`config.mk`:
```
export PLATFORM = sky130hd
export DESIGN_NAME = brs_sequencer
export DESIGN_NICKNAME = d
export VERILOG_FILES = /design/src/shared/brs_pkg.sv /design/src/rtl/brs_cycle_timer.sv /design/src/rtl/brs_apb_regs.sv /design/src/rtl/brs_sequencer.sv
export SDC_FILE = /design/constraint.sdc
export NUM_CORES = 1
export LEC_CHECK = 0
export BUFFER_PORTS_ARGS = -buffer_cell sky130_fd_sc_hd__buf_2
export CAP_MARGIN = 20
export CORE_MARGIN = 2
export CORE_UTILIZATION = 45
export DETAILED_ROUTE_END_ITERATION = 6
export GPL_ROUTABILITY_DRIVEN = 0
export PLACE_DENSITY = 0.7
export SETUP_SLACK_MARGIN = 0.4
export SLEW_MARGIN = 20
export SYNTH_ARGS = -nofsm -noshare
export SYNTH_HDL_FRONTEND = slang
export SYNTH_SLANG_ARGS = --single-unit
```
`constraint.sdc`:
```
create_clock -name clk -period 3.49 [get_ports clk]
set_input_delay 0.1745 -clock clk [delete_from_list [all_inputs] [get_ports clk]]
set_output_delay 0.1745 -clock clk [all_outputs]
set_load 0.01 [all_outputs]
```
`src/shared/brs_pkg.sv`:
```
// constants, register map and state encoding of the breaker reclose sequencer
// assumes a single 10 MHz clock and a one-clock line-cycle tick from outside
package brs_pkg;

  localparam int unsigned CLK_PERIOD_NS = 100;

  // register map, byte addresses on the apb bus
  localparam int unsigned ADDR_W = 8;
  localparam logic [7:0] OFF_CTRL     = 8'h00;
  localparam logic [7:0] OFF_OI_ONE   = 8'h04;
  localparam logic [7:0] OFF_OI_TWO   = 8'h08;
  localparam logic [7:0] OFF_OI_THREE = 8'h0c;
  localparam logic [7:0] OFF_OI_FOUR  = 8'h10;
  localparam logic [7:0] OFF_RST_INT  = 8'h14;
  localparam logic [7:0] OFF_MASK     = 8'h18;
  localparam logic [7:0] OFF_PICKUP   = 8'h1c;
  localparam logic [7:0] OFF_TRIPLEN  = 8'h20;
  localparam logic [7:0] OFF_STATUS   = 8'h24;

  // field widths
  localparam int unsigned TMR_W  = 16;
  localparam int unsigned CUR_W  = 16;
  localparam int unsigned MASK_W = 5;
  localparam int unsigned LEN_W  = 8;
  localparam int unsigned SHOT_W = 3;

  // control register bits
  localparam int unsigned CTRL_CLOSE_BIT   = 0;
  localparam int unsigned CTRL_TRIPSEL_BIT = 1;

  // status register fields
  localparam int unsigned ST_RESET_BIT   = 0;
  localparam int unsigned ST_CYCLE_BIT   = 1;
  localparam int unsigned ST_LOCKOUT_BIT = 2;
  localparam int unsigned ST_SHOT_LSB    = 4;
  localparam int unsigned ST_TRIP_BIT    = 8;
  localparam int unsigned ST_CLOSE_BIT   = 9;
  localparam int unsigned ST_MATCH_BIT   = 10;

  // reset values, line cycles and hundredths of an ampere
  localparam logic [31:0]       RST_CTRL    = 32'h0000_0002;
  localparam logic [TMR_W-1:0]  RST_OI_ONE  = 16'h003c;
  localparam logic [TMR_W-1:0]  RST_OI_TWO  = 16'h0258;
  localparam logic [TMR_W-1:0]  RST_OI_THR  = 16'h0384;
  localparam logic [TMR_W-1:0]  RST_OI_FOUR = 16'h0000;
  localparam logic [TMR_W-1:0]  RST_RST_INT = 16'h0708;
  localparam logic [MASK_W-1:0] RST_MASK    = 5'h0a;
  localparam logic [CUR_W-1:0]  RST_PICKUP  = 16'h0190;
  localparam logic [LEN_W-1:0]  RST_TRIPLEN = 8'h04;

  localparam logic [SHOT_W-1:0] MAX_SHOTS = 3'h4;

  typedef enum logic [2:0] {
    ST_RESET   = 3'b001,
    ST_CYCLE   = 3'b010,
    ST_LOCKOUT = 3'b100
  } brs_state_type;

endpackage

```
`src/rtl/brs_cycle_timer.sv`:
```
// line-cycle interval timer: counts ticks while run is high
// assumes tick is a one-clock pulse per power-line cycle
module brs_cycle_timer (
  // clock and reset
  input  wire logic                        clk,
  input  wire logic                        resetn,
  // control
  input  wire logic                        run,
  input  wire logic                        tick,
  input  wire logic [brs_pkg::TMR_W-1:0]   limit,
  // result
  output logic                             expired
);
  import brs_pkg::*;

  logic [TMR_W-1:0] cnt_r;
  logic [TMR_W-1:0] cnt_nxt;

  always_comb begin
    cnt_nxt = cnt_r;
    if (!run) begin
      cnt_nxt = '0;
    end else if (tick && cnt_r != limit) begin
      cnt_nxt = cnt_r + 16'h0001;
    end
  end

  always_ff @(posedge clk or negedge resetn) begin
    if (!resetn) begin
      cnt_r <= '0;
    end else begin
      cnt_r <= cnt_nxt;
    end
  end

  assign expired = run && (cnt_r == limit);

endmodule

```
`src/rtl/brs_apb_regs.sv`:
```
// apb slave holding the sequencer settings and showing its status
// assumes apb3 signalling; one wait state on every access
module brs_apb_regs (
  // clock and reset
  input  wire logic                          clk,
  input  wire logic                          resetn,
  // apb
  input  wire logic                          psel,
  input  wire logic                          penable,
  input  wire logic                          pwrite,
  input  wire logic [brs_pkg::ADDR_W-1:0]    paddr,
  input  wire logic [31:0]                   pwdata,
  output logic                               pready,
  output logic [31:0]                        prdata,
  output logic                               pslverr,
  // settings
  output logic                               close_cmd,
  output logic                               trip_sel,
  output logic [brs_pkg::TMR_W-1:0]          first_open_interval,
  output logic [brs_pkg::TMR_W-1:0]          second_open_interval,
  output logic [brs_pkg::TMR_W-1:0]          third_open_interval,
  output logic [brs_pkg::TMR_W-1:0]          fourth_open_interval,
  output logic [brs_pkg::TMR_W-1:0]          reset_interval_setting,
  output logic [brs_pkg::MASK_W-1:0]         shot_select_mask,
  output logic [brs_pkg::CUR_W-1:0]          pickup_level,
  output logic [brs_pkg::LEN_W-1:0]          trip_pulse_length,
  // status
  input  wire logic [31:0]                   status_word
);
  import brs_pkg::*;

  logic        wr_go;
  logic        rd_go;
  logic        hit;
  logic [31:0] rd_val;
  logic        pready_nxt;
  logic        cmd_nxt;

  assign wr_go = psel && penable && pready && pwrite;
  assign rd_go = psel && penable && !pready;

  always_comb begin
    hit    = 1'b1;
    rd_val = 32'h0000_0000;
    case (paddr)
      OFF_CTRL:     rd_val[CTRL_TRIPSEL_BIT] = trip_sel;
      OFF_OI_ONE:   rd_val[TMR_W-1:0] = first_open_interval;
      OFF_OI_TWO:   rd_val[TMR_W-1:0] = second_open_interval;
      OFF_OI_THREE: rd_val[TMR_W-1:0] = third_open_interval;
      OFF_OI_FOUR:  rd_val[TMR_W-1:0] = fourth_open_interval;
      OFF_RST_INT:  rd_val[TMR_W-1:0] = reset_interval_setting;
      OFF_MASK:     rd_val[MASK_W-1:0] = shot_select_mask;
      OFF_PICKUP:   rd_val[CUR_W-1:0] = pickup_level;
      OFF_TRIPLEN:  rd_val[LEN_W-1:0] = trip_pulse_length;
      OFF_STATUS:   rd_val = status_word;
      default:      hit = 1'b0;
    endcase
    pready_nxt = psel && penable && !pready;
    cmd_nxt    = wr_go && hit && (paddr == OFF_CTRL) && pwdata[CTRL_CLOSE_BIT];
  end

  always_ff @(posedge clk or negedge resetn) begin
    if (!resetn) begin
      pready                 <= 1'b0;
      prdata                 <= 32'h0000_0000;
      pslverr                <= 1'b0;
      close_cmd              <= 1'b0;
      trip_sel               <= RST_CTRL[CTRL_TRIPSEL_BIT];
      first_open_interval    <= RST_OI_ONE;
      second_open_interval   <= RST_OI_TWO;
      third_open_interval    <= RST_OI_THR;
      fourth_open_interval   <= RST_OI_FOUR;
      reset_interval_setting <= RST_RST_INT;
      shot_select_mask       <= RST_MASK;
      pickup_level           <= RST_PICKUP;
      trip_pulse_length      <= RST_TRIPLEN;
    end else begin
      pready    <= pready_nxt;
      close_cmd <= cmd_nxt;
      if (rd_go) begin
        prdata  <= pwrite ? 32'h0000_0000 : rd_val;
        pslverr <= !hit;
      end
      if (wr_go) begin
        case (paddr)
          OFF_CTRL:     trip_sel <= pwdata[CTRL_TRIPSEL_BIT];
          OFF_OI_ONE:   first_open_interval <= pwdata[TMR_W-1:0];
          OFF_OI_TWO:   second_open_interval <= pwdata[TMR_W-1:0];
          OFF_OI_THREE: third_open_interval <= pwdata[TMR_W-1:0];
          OFF_OI_FOUR:  fourth_open_interval <= pwdata[TMR_W-1:0];
          OFF_RST_INT:  reset_interval_setting <= pwdata[TMR_W-1:0];
          OFF_MASK:     shot_select_mask <= pwdata[MASK_W-1:0];
          OFF_PICKUP:   pickup_level <= pwdata[CUR_W-1:0];
          OFF_TRIPLEN:  trip_pulse_length <= pwdata[LEN_W-1:0];
          default:      trip_sel <= trip_sel;
        endcase
      end
    end
  end

endmodule

```
`src/rtl/brs_sequencer.sv`:
```
// multiple-shot automatic reclose sequencer for one circuit breaker
// assumes inputs synchronous to clk and line_tick one clock per line cycle
//
// Function
// - go to reset after breaker stays closed for the reset interval
// - reset interval timer starts when breaker closed status asserts
// - reset timer expiry sets reset bit and clears lockout bit
// - lockout holds after a close until the reset timer expires
// - open timer runs with breaker open, trip dropped, intervals left
// - open timer reaching its setting asserts the close output
// - four open intervals in order; a zero ends the sequence there
// - a retrip before reset expiry uses the next open interval
// - three intervals give three recloses, then lockout on fourth trip
// - first trip in reset clears reset bit, sets cycle bit
// - cycle returns to reset when breaker stays closed for reset interval
// - cycle goes to lockout when no intervals remain and breaker open
// - reclose enable low forces lockout at once
// - breaker opening without a trip puts the sequencer in lockout
// - reset, cycle and lockout indicators mirror the state bits
// - selected pickup element over threshold asserts trip at once
// - direct close input or close command asserts the close output
// - open timer expiry increments shot count; shot is zero in reset
// - shot match bit follows the mask position of the current shot
//
// Local design decisions: the APB interface to the registers and the register addresses.
module brs_sequencer (
  // clock and reset
  input  wire logic                        clk,
  input  wire logic                        resetn,
  // apb register port
  input  wire logic                        psel,
  input  wire logic                        penable,
  input  wire logic                        pwrite,
  input  wire logic [brs_pkg::ADDR_W-1:0]  paddr,
  input  wire logic [31:0]                 pwdata,
  output logic                             pready,
  output logic [31:0]                      prdata,
  output logic                             pslverr,
  // line and breaker inputs
  input  wire logic                        line_tick,
  input  wire logic [brs_pkg::CUR_W-1:0]   phase_current,
  input  wire logic                        breaker_closed_status,
  input  wire logic                        reclose_enable_input,
  input  wire logic                        direct_close_input,
  // breaker coils
  output logic                             trip_out,
  output logic                             close_out,
  // state bits
  output logic                             reset_state_bit,
  output logic                             cycle_state_bit,
  output logic                             lockout_state_bit,
  output logic                             shot_match_bit,
  // front indicators
  output logic                             reset_led,
  output logic                             cycle_led,
  output logic                             lockout_led,
  // programmable outputs
  output logic                             programmable_output_one,
  output logic                             programmable_output_two,
  output logic                             programmable_output_three,
  output logic                             programmable_output_four
);
  import brs_pkg::*;

  // settings from the register file
  logic              close_cmd;
  logic              trip_sel;
  logic [TMR_W-1:0]  first_open_interval;
  logic [TMR_W-1:0]  second_open_interval;
  logic [TMR_W-1:0]  third_open_interval;
  logic [TMR_W-1:0]  fourth_open_interval;
  logic [TMR_W-1:0]  reset_interval_setting;
  logic [MASK_W-1:0] shot_select_mask;
  logic [CUR_W-1:0]  pickup_level;
  logic [LEN_W-1:0]  trip_pulse_length;
  logic [31:0]       status_word;

  // sequencer state
  brs_state_type     state_r;
  brs_state_type     state_nxt;
  logic [SHOT_W-1:0] shot_r;
  logic [SHOT_W-1:0] shot_nxt;
  logic              trip_r;
  logic              trip_nxt;
  logic [LEN_W-1:0]  hold_r;
  logic [LEN_W-1:0]  hold_nxt;
  logic              close_r;
  logic              close_nxt;
  logic              closed_prev_r;
  logic              match_r;
  logic              match_nxt;

  // decoded conditions
  logic              phase_pickup_element;
  logic              trip_event;
  logic              manual_open;
  logic [TMR_W-1:0]  oi_limit;
  logic              oi_avail;
  logic              run_reset;
  logic              run_open;
  logic              reset_exp;
  logic              open_exp;
  logic              breaker_idle_open;

  brs_apb_regs u_regs (
    .clk                    (clk),
    .resetn                 (resetn),
    .psel                   (psel),
    .penable                (penable),
    .pwrite                 (pwrite),
    .paddr                  (paddr),
    .pwdata                 (pwdata),
    .pready                 (pready),
    .prdata                 (prdata),
    .pslverr                (pslverr),
    .close_cmd              (close_cmd),
    .trip_sel               (trip_sel),
    .first_open_interval    (first_open_interval),
    .second_open_interval   (second_open_interval),
    .third_open_interval    (third_open_interval),
    .fourth_open_interval   (fourth_open_interval),
    .reset_interval_setting (reset_interval_setting),
    .shot_select_mask       (shot_select_mask),
    .pickup_level           (pickup_level),
    .trip_pulse_length      (trip_pulse_length),
    .status_word            (status_word)
  );

  // reset interval: runs while breaker closed outside the reset state
  brs_cycle_timer u_reset_timer (
    .clk     (clk),
    .resetn  (resetn),
    .run     (run_reset),
    .tick    (line_tick),
    .limit   (reset_interval_setting),
    .expired (reset_exp)
  );

  // open interval: one setting per shot
  brs_cycle_timer u_open_timer (
    .clk     (clk),
    .resetn  (resetn),
    .run     (run_open),
    .tick    (line_tick),
    .limit   (oi_limit),
    .expired (open_exp)
  );

  // trip decision and event detection
  always_comb begin
    phase_pickup_element = phase_current > pickup_level;
    trip_event  = trip_sel && phase_pickup_element && !trip_r;
    manual_open = closed_prev_r && !breaker_closed_status
                  && !trip_r && !trip_event;
  end

  // open interval selection by shot count
  always_comb begin
    case (shot_r)
      3'h0:    oi_limit = first_open_interval;
      3'h1:    oi_limit = second_open_interval;
      3'h2:    oi_limit = third_open_interval;
      3'h3:    oi_limit = fourth_open_interval;
      default: oi_limit = '0;
    endcase
    // a zero setting hides itself and all later ones
    oi_avail = (shot_r < MAX_SHOTS) && (oi_limit != '0);
  end

  // timer run conditions
  always_comb begin
    breaker_idle_open = !breaker_closed_status && !trip_r && !close_r;
    run_reset = breaker_closed_status && (state_r != ST_RESET);
    run_open  = (state_r == ST_CYCLE) && breaker_idle_open
                && oi_avail;
  end

  // trip output with minimum length in line cycles
  always_comb begin
    trip_nxt = trip_r;
    hold_nxt = hold_r;
    if (trip_sel && phase_pickup_element) begin
      trip_nxt = 1'b1;
      hold_nxt = '0;
    end else if (trip_r) begin
      if (hold_r >= trip_pulse_length) begin
        trip_nxt = 1'b0;
        hold_nxt = '0;
      end else if (line_tick) begin
        hold_nxt = hold_r + 8'h01;
      end
    end
  end

  // close output: sealed in until the breaker reports closed or a trip is issued
  always_comb begin
    close_nxt = close_r;
    if (breaker_closed_status || trip_nxt) begin
      close_nxt = 1'b0;
    end
    if (direct_close_input || close_cmd) begin
      close_nxt = 1'b1;
    end
    if (open_exp && state_r == ST_CYCLE && reclose_enable_input) begin
      close_nxt = 1'b1;
    end
  end

  // state sequence and shot counter
  always_comb begin
    state_nxt = state_r;
    shot_nxt  = shot_r;
    if (!reclose_enable_input) begin
      state_nxt = ST_LOCKOUT;
    end else begin
      case (state_r)
        ST_RESET: begin
          shot_nxt = '0;
          if (trip_event) begin
            state_nxt = ST_CYCLE;
          end else if (manual_open) begin
            state_nxt = ST_LOCKOUT;
          end
        end
        ST_CYCLE: begin
          if (reset_exp) begin
            state_nxt = ST_RESET;
            shot_nxt  = '0;
          end else if (manual_open) begin
            state_nxt = ST_LOCKOUT;
          end else if (breaker_idle_open && !oi_avail) begin
            state_nxt = ST_LOCKOUT;
          end else if (open_exp) begin
            shot_nxt = shot_r + 3'h1;
          end
        end
        ST_LOCKOUT: begin
          if (reset_exp) begin
            state_nxt = ST_RESET;
            shot_nxt  = '0;
          end
        end
        default: begin
          state_nxt = ST_LOCKOUT;
          shot_nxt  = '0;
        end
      endcase
    end
    match_nxt = shot_select_mask[shot_nxt];
  end

  always_ff @(posedge clk or negedge resetn) begin
    if (!resetn) begin
      state_r       <= ST_LOCKOUT;
      shot_r        <= '0;
      trip_r        <= 1'b0;
      hold_r        <= '0;
      close_r       <= 1'b0;
      closed_prev_r <= 1'b0;
      match_r       <= 1'b0;
    end else begin
      state_r       <= state_nxt;
      shot_r        <= shot_nxt;
      trip_r        <= trip_nxt;
      hold_r        <= hold_nxt;
      close_r       <= close_nxt;
      closed_prev_r <= breaker_closed_status;
      match_r       <= match_nxt;
    end
  end

  // outputs, all registered from the same next values
  always_ff @(posedge clk or negedge resetn) begin
    if (!resetn) begin
      trip_out                  <= 1'b0;
      close_out                 <= 1'b0;
      reset_state_bit           <= 1'b0;
      cycle_state_bit           <= 1'b0;
      lockout_state_bit         <= 1'b1;
      shot_match_bit            <= 1'b0;
      reset_led                 <= 1'b0;
      cycle_led                 <= 1'b0;
      lockout_led               <= 1'b1;
      programmable_output_one   <= 1'b0;
      programmable_output_two   <= 1'b0;
      programmable_output_three <= 1'b1;
      programmable_output_four  <= 1'b0;
    end else begin
      trip_out                  <= trip_nxt;
      close_out                 <= close_nxt;
      reset_state_bit           <= state_nxt == ST_RESET;
      cycle_state_bit           <= state_nxt == ST_CYCLE;
      lockout_state_bit         <= state_nxt == ST_LOCKOUT;
      shot_match_bit            <= match_nxt;
      reset_led                 <= state_nxt == ST_RESET;
      cycle_led                 <= state_nxt == ST_CYCLE;
      lockout_led               <= state_nxt == ST_LOCKOUT;
      programmable_output_one   <= state_nxt == ST_RESET;
      programmable_output_two   <= state_nxt == ST_CYCLE;
      programmable_output_three <= state_nxt == ST_LOCKOUT;
      programmable_output_four  <= match_nxt;
    end
  end

  // status word for software
  always_comb begin
    status_word = 32'h0000_0000;
    status_word[ST_RESET_BIT]   = state_r == ST_RESET;
    status_word[ST_CYCLE_BIT]   = state_r == ST_CYCLE;
    status_word[ST_LOCKOUT_BIT] = state_r == ST_LOCKOUT;
    status_word[ST_SHOT_LSB +: SHOT_W] = shot_r;
    status_word[ST_TRIP_BIT]    = trip_r;
    status_word[ST_CLOSE_BIT]   = close_r;
    status_word[ST_MATCH_BIT]   = match_r;
  end

endmodule

```
==> results of run 1 <==
[synthesized netlist by cell type, drive strengths merged (16+ instances only)]
master  number  share of area (%)
inv         47                1.7
clkbuf      27                1.0
a21oi       48                2.4
dfrtp      157                 39
nor2        61                2.3
a222oi      22                2.2
xnor2       19                1.6
a22oi       33                2.5
buf         33                2.6
ha          32                4.0
dfstp       25                6.5
nand2       67                2.5
o21ai       50                2.5
xor2        25                2.2
or3         16               0.99
mux2       113                 13
[cell families (layout without fill, tap and decap cells)]
family	Yosys count	count (layout)
AO/OA/AOI/OAI	239	239
XOR/XNOR	44	44
AND/OR/NAND/NOR	233	233
flip-flops	182	182
multiplexers	121	121
buffers and inverters	107	223
adder cells (fa/ha/maj)	32	32
other	1	16
[metrics by stage]
step	setup WS [ps]	TNS (ps)	cell area (sq um)	std cells	hold WS (ps)
finish	100	0	12000	1370	23.6
global route	-20.6	-20.6	12000	1370	20.9
CTS	182	0	11800	1362	11.1
detailed placement	-20.2	-20.2	11000	1320	275
global placement	81.1	0	11000	1320	269
floorplan	188	0	10200	974	-121
[where the power goes]
group / switching, mW / internal [mW] / total (mW)
clock: 0.860 / 1.06 / 1.92
sequential: 0.0199 / 2.13 / 2.15
combinational: 0.168 / 0.0850 / 0.253
[routing by layer]
metal	GRT usage [%]	vias up	part of all wire, %
met5	0	-	0
met4	11.0	0	3.6
met3	5.13	58	6.7
met2	38.9	340	46
met1	34.2	4249	44
li1	-	3734	-
[area by class of cell]
type,instances,area (sq um),share of cell area (%)
Timing Repair Buffer,144,971,8.12
Multi-Input combinational cell,685,5290,44.2
Tap cell,280,350,2.93
Clock inverter,13,146,1.22
Clock buffer,19,433,3.62
Inverter,47,179,1.50
Sequential cell,182,4590,38.4
[repair_timing]
action | in CTS | in global routing
endpoints found under the setup margin | 25 | 26
endpoints found under the hold margin | 71 | 0
resized for setup | 29 | 30
hold buffers | 3 | 0
cloned | 2 | 0
pin swaps | 20 | 18
buffers inserted | 5 | 8
[registers in the layout (all words and copies together), names as in the netlist, 5 cells and up]
register	count
u_reset_timer.cnt_r	16
u_open_timer.cnt_r	16
u_regs.prdata	16
u_regs.second_open_interval	16
hold_r	8
u_regs.shot_select_mask	5
u_regs.pickup_level	16
u_regs.trip_pulse_length	8
u_regs.first_open_interval	16
u_regs.fourth_open_interval	16
u_regs.third_open_interval	16
u_regs.reset_interval_setting	16
[worst max-delay path: stages, from the launching register on]
cell       delay (ps)
dfrtp_2           440
inv_4              70
ha_4              180
a222oi_1          420
a21oi_1           160
xnor2_1           170
nand3_1            90
or4_4             550
nor4b_4           400
o21ai_2           110
mux2i_2           220
mux2_4            340
o2bb2ai_2         120
[how the worst min path moves through the flow]
stage / startpoint / cells after the start / endpoint
floorplan: resetn / 0 / close_out
global placement: resetn / 1 / u_open_timer.cnt_r[11]
detailed placement: resetn / 1 / u_open_timer.cnt_r[11]
CTS: reclose_enable_input / 2 / programmable_output_three
global route: reclose_enable_input / 2 / programmable_output_three
finish: reclose_enable_input / 2 / programmable_output_three
==> results.toml, run 1 <==
[timing]
grt_setup_unrepaired = "yes"
post-route-period-util_pct = 97.1
tightest_slew_ps = 1070
finalHoldViolations = 0
setup_violations = 0
relSlewSlack_pct = 28.7
clock_skew_ps = 10.7
clock.fmax_mhz = 295
drv_slew = 0
min_period_ps = 3390

[synth]
synth-edff-count = 0
synthSimpleGateAreaFrac_pct = 11.6
synth_fa_ha_area_share_pct = 3.96
ys_seq_elements = 182
yosys_warnings = 0
yosysUniqueCellTypes = 70
synth_xor_area_share_pct = 3.81
avgSynthCellArea_sq_um = 10.5
synth_top_family_by_area = "compound AO/OA/AOI/OAI gates"
synthCells = 959
synthArstFlopShare_pct = 100
yosysSeqAreaShare_pct = 45.3
synth_flop_cell = "dfrtp_1"
mappedNetlistArea_sq_um = 10100
synth_compound_area_share_pct = 16.5
synthMuxAreaShare_pct = 13.4

[run]
maxCapViolCount = 0

[layout]
layout_common_cells = "dfrtp_1 (155), mux2_2 (112), buf_2 (79), nand2_1 (66), nor2_1 (61)"
drive_gt1_share_pct = 33.8
fin_util_pct = 54.5
fin_nets = 1174
fillerInstances = 1884
diodes = 0
area_growth_pct = 18.2
layout_commonest_cell = "dfrtp_1"

[clock_tree]
cts.path.max_buffers = 2
clockRootBuffer = "clkbuf_16"
cts_buffers = 17
cts_tree = "built"
insertion_delay_ps = 440
path_clk_slew_ps = 70
clock_sinks = 182
htreeDepth = 4

[critical_path]
rrSetupSlack_ps = 100
cp-start-kind = "register"
ff2ff_path_depth = 12
rr_startpoint = "shot_r[0]"
end_kind = "register"
crit_end = "programmable_output_four"
crit_type = "reg -> reg"
cp.arrival_ps = 3710
startpoint = "shot_r[0]"
path_max_fanout = 5
r2r-end = "programmable_output_four"
required_ps = 3810

[detailed_routing]
wirelength_microns = 29500
vias = 8381
drc = 2
viasPerCell = 6.12
drt_iter0_drc = 754
antenna_left = 0
wire_per_inst_microns = 21.5
firstDrtPassIters = 7

[worst_hold_path]
hold_path_class = "in -> reg"

[floorplanning]
die_width_microns = 154
start_util_pct = 46.1
num_rows = 54
num_io_pins = 112
core_area_sq_um = 22000
die-area_sq_um = 23700
die_h_microns = 154

[global_route]
grt_pass1_vias = 8219
grt_pass1_wl_microns = 46400
grt_antenna_before_repair = 0
gr-usage-all-layers_pct = 25.1
grt_max_degree = 81
overflow = 0

[pwr]
leakage_nw = 5.50
vdd_drop_max_mv = 0.308
power.density_nw_per_um2 = 362
power_mw = 4.33

[status]
status = "finished, violations left"
violations = "DRC"

[place]
io_buffers = 79
dp_hpwl_microns = 21100
(Power assumes the default switching activity.)
==> inputs of run 2 (changes only) <==
--- a/config.mk
+++ b/config.mk
@@ -11,7 +11,7 @@
 export CORE_UTILIZATION = 45
 export DETAILED_ROUTE_END_ITERATION = 6
 export GPL_ROUTABILITY_DRIVEN = 0
-export PLACE_DENSITY = 0.7
+export PLACE_DENSITY = 0.68
 export SETUP_SLACK_MARGIN = 0.4
 export SLEW_MARGIN = 20
 export SYNTH_ARGS = -nofsm -noshare
==> constraint.sdc (replaced) <==
create_clock -name clk -period 4.4 [get_ports clk]
set_input_delay 0.22 -clock clk [delete_from_list [all_inputs] [get_ports clk]]
set_output_delay 0.22 -clock clk [all_outputs]
set_load 0.01 [all_outputs]
==> run 2 against run 1 <==
Against the previous run: the flow now finishes without violations; routed wire length down 3.7%; flip-flop and latch count unchanged; worst hold slack worse by 5.8 ps; final area down 5.4%; maximum frequency down 10%; first-iteration DRC count up 13%; clock-buffer cell count down 2; sequential power down 21%; die area unchanged; clock skew down 0.99 ps.
==> results.toml, run 2 (synthesis results as in run 1) <==
[status]
status = "finished clean"

[worst_hold_path]
hold_path_class = "in -> reg"
hold_depth = 3
worstHoldEndpoint = "close_out"
hold_start = "direct_close_input"

[layout]
fin_cells = 1323
layout_commonest_cell = "dfrtp_1"
layout_common_cells = "dfrtp_1 (157), mux2_2 (112), buf_2 (78), nand2_1 (67), nor2_1 (61)"
area_growth_pct = 11.9
fin_nets = 1127
diodes = 0
fin_util_pct = 51.5
drive_gt1_share_pct = 26.9

[global_route]
overflow = 0
grt_antenna_before_repair = 2
grt_pass1_wl_microns = 44100
grt_pass1_vias = 7632
grt_max_degree = 100
gr-usage-all-layers_pct = 24.3

[critical_path]
rr_startpoint = "shot_r[0]"
cp-start-kind = "register"
crit_type = "reg -> reg"
rrSetupSlack_ps = 620
r2r-end = "programmable_output_four"
cp.arrival_ps = 4110
required_ps = 4730
end_kind = "register"
ff2ff_path_depth = 13
path_max_fanout = 17

[pwr]
power.density_nw_per_um2 = 309
leakage_nw = 5.23
vdd_drop_max_mv = 0.251

[clock_tree]
path_clk_slew_ps = 80
cts_buffers = 17
clockRootBuffer = "clkbuf_16"
htreeDepth = 4
insertion_delay_ps = 440
cts.path.max_buffers = 2
clock_sinks = 182
cts_tree = "built"

[timing]
tightest_slew_ps = 1070
post-route-period-util_pct = 85.9
whs_ps = 17.9
relSlewSlack_pct = 28.5
final.setup.tns_ps = 0
min_period_ps = 3780
grt_setup_unrepaired = "no"
setup_violations = 0
drv_slew = 0
clock_skew_ps = 9.73
clock.fmax_mhz = 265
finalHoldViolations = 0

[place]
dp_hpwl_microns = 20400
dp_cells = 1287
io_buffers = 79

[run]
maxCapViolCount = 0

[floorplanning]
num_rows = 54
die_h_microns = 154
die-area_sq_um = 23700
core_area_sq_um = 22000
die_width_microns = 154
start_util_pct = 46.1
num_io_pins = 112

[detailed_routing]
antenna_left = 0
wire_per_inst_microns = 21.4
vias = 8077
drt_iter0_drc = 850
viasPerCell = 6.11
firstDrtPassIters = 6
drc = 0
wirelength_microns = 28400
-- run 2: changes by cell type in the layout (fill, tap and decap cells not counted), moves of 4 or more --
cell	delta
a22oi_2	-9
a21oi_2	-10
o21ai_0	+4
a21oi_1	+10
ha_4	-4
clkinvlp_4	-4
buf_4	-36
buf_6	-5
a22oi_1	+9
-- run 2: how the worst max path moves through the flow --
| stage | to | from | cells past startpoint |
|---|---|---|---|
| after floorplan | programmable_output_four | shot_r[2] | 15 |
| after global placement | programmable_output_four | shot_r[0] | 12 |
| after detailed placement | programmable_output_four | shot_r[0] | 12 |
| after CTS | programmable_output_four | shot_r[0] | 12 |
| after global routing | programmable_output_four | shot_r[0] | 13 |
| final | programmable_output_four | shot_r[0] | 13 |
-- run 2: per-layer routing --
| layer | up-vias | wire, microns | track usage, % |
|---|---|---|---|
| li1 | 3664 | - | - |
| met3 | 57 | 2000 | 4.59 |
| met4 | 2 | 888 | 9.75 |
| met1 | 3995 | 12300 | 33.2 |
| met5 | - | 13 | 0 |
| met2 | 359 | 13100 | 38.3 |
-- run 2: power breakdown --
group	leakage [nW]	internal (mW)	switching, mW	total (mW)
clock network	0.302	0.866	0.736	1.60
registers	2.43	1.69	0.0153	1.70
logic	2.50	0.0608	0.131	0.191
-- run 2: critical path: stages (launching register included) --
cell	delay, ps
dfrtp_1	480
inv_1	190
ha_2	350
a222oi_1	490
nand2_1	150
or4b_1	490
a21oi_1	170
o221ai_2	170
nor4b_4	350
buf_4	180
and2_4	140
mux2i_2	80
mux2_4	320
o2bb2ai_2	110
-- run 2: final cells by class --
type	count	area [sq um]
clock buffers	17	425
clock inverters	15	185
fillers	1901	10600
inverters	47	176
multi-input cells	685	5050
flip-flops and latches	182	4590
well taps	280	350
repair buffers	97	542
-- run 2: repair_timing --
action                     4_1_cts  5_1_grt
hold buffers                     2        0
setup buffers                    0        2
hold endpoints to repair        89        0
resized for setup                1        2
pin swaps                        0        2
setup endpoints to repair        1        6
cloned                           0        0
-- run 2: stage by stage --
step | instance area, sq um | setup slack (ps) | total power, mW
after floorplan | 10200 | 912 | 1.83
after global placement | 10700 | 470 | 1.92
after detailed placement | 10700 | 428 | 1.92
after CTS | 11300 | 412 | 3.51
after global routing | 11300 | 392 | 3.62
final | 11300 | 622 | 3.50
==> inputs of run 3 (changes only) <==
--- a/config.mk
+++ b/config.mk
@@ -5,6 +5,7 @@
 export SDC_FILE = /design/constraint.sdc
 export NUM_CORES = 1
 export LEC_CHECK = 0
+export ABC_AREA = 1
 export BUFFER_PORTS_ARGS = -buffer_cell sky130_fd_sc_hd__buf_2
 export CAP_MARGIN = 20
 export CORE_MARGIN = 2
==> run 3 against run 2 <==
Against the previous run: maximum frequency increased by 9.6%; area after synthesis increased by 3.3%; worst hold slack got worse by 9.0 ps; critical path type unchanged; total power increased by 1.8%; non-clock buffer count decreased by 6; combinational power increased by 49%; sequential power about the same; register-to-register slack improved by 330 ps.
==> results.toml, run 3 <==
[status]
status = "finished clean"

[critical_path]
startpoint = "shot_r[1]"
ff2ff_path_depth = 21
crit_chain = "inv_1, ha_1, inv_1, nor2_1, nand2_1, nand2_1, o21ai_1, nand2_1, nor2_1, nand2_1, o21bai_4, inv_2, nand3_2, nand2_1, nand3_1, nand2_1, inv_1, nand3_1, nand2_1, nand2_1, nand2_1"
cp.arrival_ps = 3790
rr_startpoint = "shot_r[1]"
rrSetupSlack_ps = 950
r2r-end = "programmable_output_four"
end_kind = "register"
path_delay_family = "simple AND/OR/NAND/NOR gates"
slowest_stage = "ha_1"
cp-start-kind = "register"
crit_type = "reg -> reg"
crit_end = "programmable_output_four"
cpMostUsedCell = "nand2_1"
critPathBufInv = 4
path_max_fanout = 12
required_ps = 4740
slowest_delay_ps = 590
cp_num_cells = 21

[synth]
synthMuxAreaShare_pct = 0
synthCells = 1403
synth_flop_cell = "dfrtp_1"
synthArstFlopShare_pct = 100
synthSimpleGateAreaFrac_pct = 26.3
synth_compound_area_share_pct = 15.2
ys_seq_elements = 182
yosysSeqAreaShare_pct = 43.9
synth_xor_area_share_pct = 1.01
netlist.area_leader.share_pct = 37.6
synth_top_area_cell = "dfrtp_1"
synth-edff-count = 0
synthTopCellsByCount = "nand2_1 (410), o21ai_0 (181), inv_1 (167)"
yosysMostFrequentCell = "nand2_1"
synthTopCellsByArea = "dfrtp_1 (38%), nand2_1 (15%), o21ai_0 (8.7%), dfstp_2 (6.3%), inv_1 (6.0%)"
synth_top_family_by_area = "simple AND/OR/NAND/NOR gates"
yosysUniqueCellTypes = 50
mappedNetlistArea_sq_um = 10500
synth_fa_ha_area_share_pct = 3.83
avgSynthCellArea_sq_um = 7.45
yosys_warnings = 0

[floorplanning]
num_rows = 55
die-area_sq_um = 24500
num_io_pins = 112
start_util_pct = 46.0
core_area_sq_um = 22700
die_width_microns = 156
die_h_microns = 156

[timing]
relSlewSlack_pct = 28.1
setup_violations = 0
final.setup.tns_ps = 0
clock.fmax_mhz = 290
drv_slew = 0
grt_setup_unrepaired = "no"
finalHoldViolations = 0
clock_skew_ps = 15.3
whs_ps = 8.87
min_period_ps = 3450
post-route-period-util_pct = 78.3
tightest_slew_ps = 1080

[place]
io_buffers = 79
placed_cell_area_sq_um = 11000
dp_hpwl_microns = 22000

[clock_tree]
clockRootBuffer = "clkbuf_16"
clock_sinks = 182
cts-resized-gates = 0
path_clk_slew_ps = 80
htreeDepth = 4
insertion_delay_ps = 450
cts_tree = "built"
cts.path.max_buffers = 2
cts_buffers = 17

[global_route]
grt_pass1_wl_microns = 47600
overflow = 0
use_met2_pct = 40.7
top_usage_layer = "met2"
gr-usage-met3_pct = 4.02
use_met1_pct = 34.7
gr-usage-all-layers_pct = 25.2
grt_antenna_before_repair = 0
grt_pass1_vias = 8861
grt_max_degree = 96

[layout]
fin_nets = 1557
fin_util_pct = 50.9
layout_commonest_cell = "nand2_1"
drive_gt1_share_pct = 10.9
diodes = 0
area_growth_pct = 10.7
layout_common_cells = "nand2_1 (410), o21ai_0 (181), inv_1 (167), dfrtp_1 (157), nand3_1 (95)"
fin_area_sq_um = 11600

[detailed_routing]
wire_per_inst_microns = 16.9
vias = 9525
firstDrtPassIters = 5
drc = 0
drt_iter0_drc = 913
antenna_left = 0
viasPerCell = 5.42
wirelength_microns = 29700

[run]
maxCapViolCount = 0

[pwr]
leakage_nw = 5.65
power.density_nw_per_um2 = 308
vdd_drop_max_mv = 0.285

[worst_hold_path]
hold_path_class = "in -> reg"
## run 3: cell types whose count changed in the layout (fill, tap and decap cells not counted), moves of 14 or more
cell / delta
a222oi_1: -22
o21ai_0: +134
nor2_1: +28
nand2_1: +343
inv_1: +120
or3_1: -16
a21o_1: -14
a22oi_1: -31
mux2_2: -112
nand3_1: +81
xor2_1: -22
## run 3: routing by layer
metal / share of wire [%] / vias up / wire (microns)
li1: - / 4664 / -
met1: 44 / 4453 / 13100
met5: 0 / - / 0
met3: 6.5 / 57 / 1940
met4: 2.7 / 0 / 812
met2: 47 / 351 / 13900
## run 3: worst min path at each step
| stage | startpoint | end | slack [ps] | cells after the start |
|---|---|---|---|---|
| 2_1_floorplan | resetn | close_out | -80 | 0 |
| 3_3_place_gp | resetn | hold_r[3] | 360 | 1 |
| 3_5_place_dp | resetn | hold_r[3] | 350 | 1 |
| 4_1_cts | direct_close_input | close_out | 8 | 3 |
| 5_1_grt | direct_close_input | close_out | 6 | 3 |
| 6_report | direct_close_input | close_out | 9 | 3 |
## run 3: final cells by class
class                           count  area [sq um]
Tap cell                          285           357
Sequential cell                   182          4590
Inverter                          169           634
Multi-Input combinational cell    999          4900
Clock inverter                     14           168
Timing Repair Buffer               91           497
Fill cell                        2206         11100
Clock buffer                       18           429
## run 3: cell families (layout without fill, tap and decap cells)
kind of cell	after synthesis	count (layout)
adder cells (fa/ha/maj)	32	32
XOR/XNOR	12	12
flip-flops	182	182
other	1	16
buffers and inverters	237	292
AND/OR/NAND/NOR	656	656
AO/OA/AOI/OAI	283	283
## run 3: worst reg2reg max path, stage by stage, from the launching register on
cell      delay [ps]
dfrtp_1          420
inv_1            140
ha_1             590
inv_1             90
nor2_1           330
nand2_1          120
nand2_1           90
o21ai_1          110
nand2_1          120
nor2_1            50
nand2_1          150
o21bai_4         140
inv_2            250
nand3_2          170
nand2_1           90
nand3_1           70
nand2_1          110
inv_1             70
nand3_1           80
nand2_1           50
nand2_1           50
nand2_1           40
## run 3: what timing repair did
| item | in CTS | in global routing |
|---|---|---|
| endpoints found under the setup margin | 0 | 0 |
| buffers inserted | 0 | 0 |
| hold buffers | 2 | 0 |
| hold endpoints to repair | 79 | 0 |
## run 3: report_power, final
| group | internal (mW) | leakage (nW) | switching [mW] |
|---|---|---|---|
| clock network | 0.771 | 0.290 | 0.777 |
| registers | 1.71 | 2.44 | 0.0214 |
| logic | 0.0843 | 2.92 | 0.200 |
## run 3: through the flow
stage,power [mW],setup slack (ps),std cells
floorplan,1.93,1440,1418
global placement,2.04,1060,1724
detailed placement,2.04,992,1724
CTS,3.58,965,1758
global route,3.69,582,1758
finish,3.56,954,1758
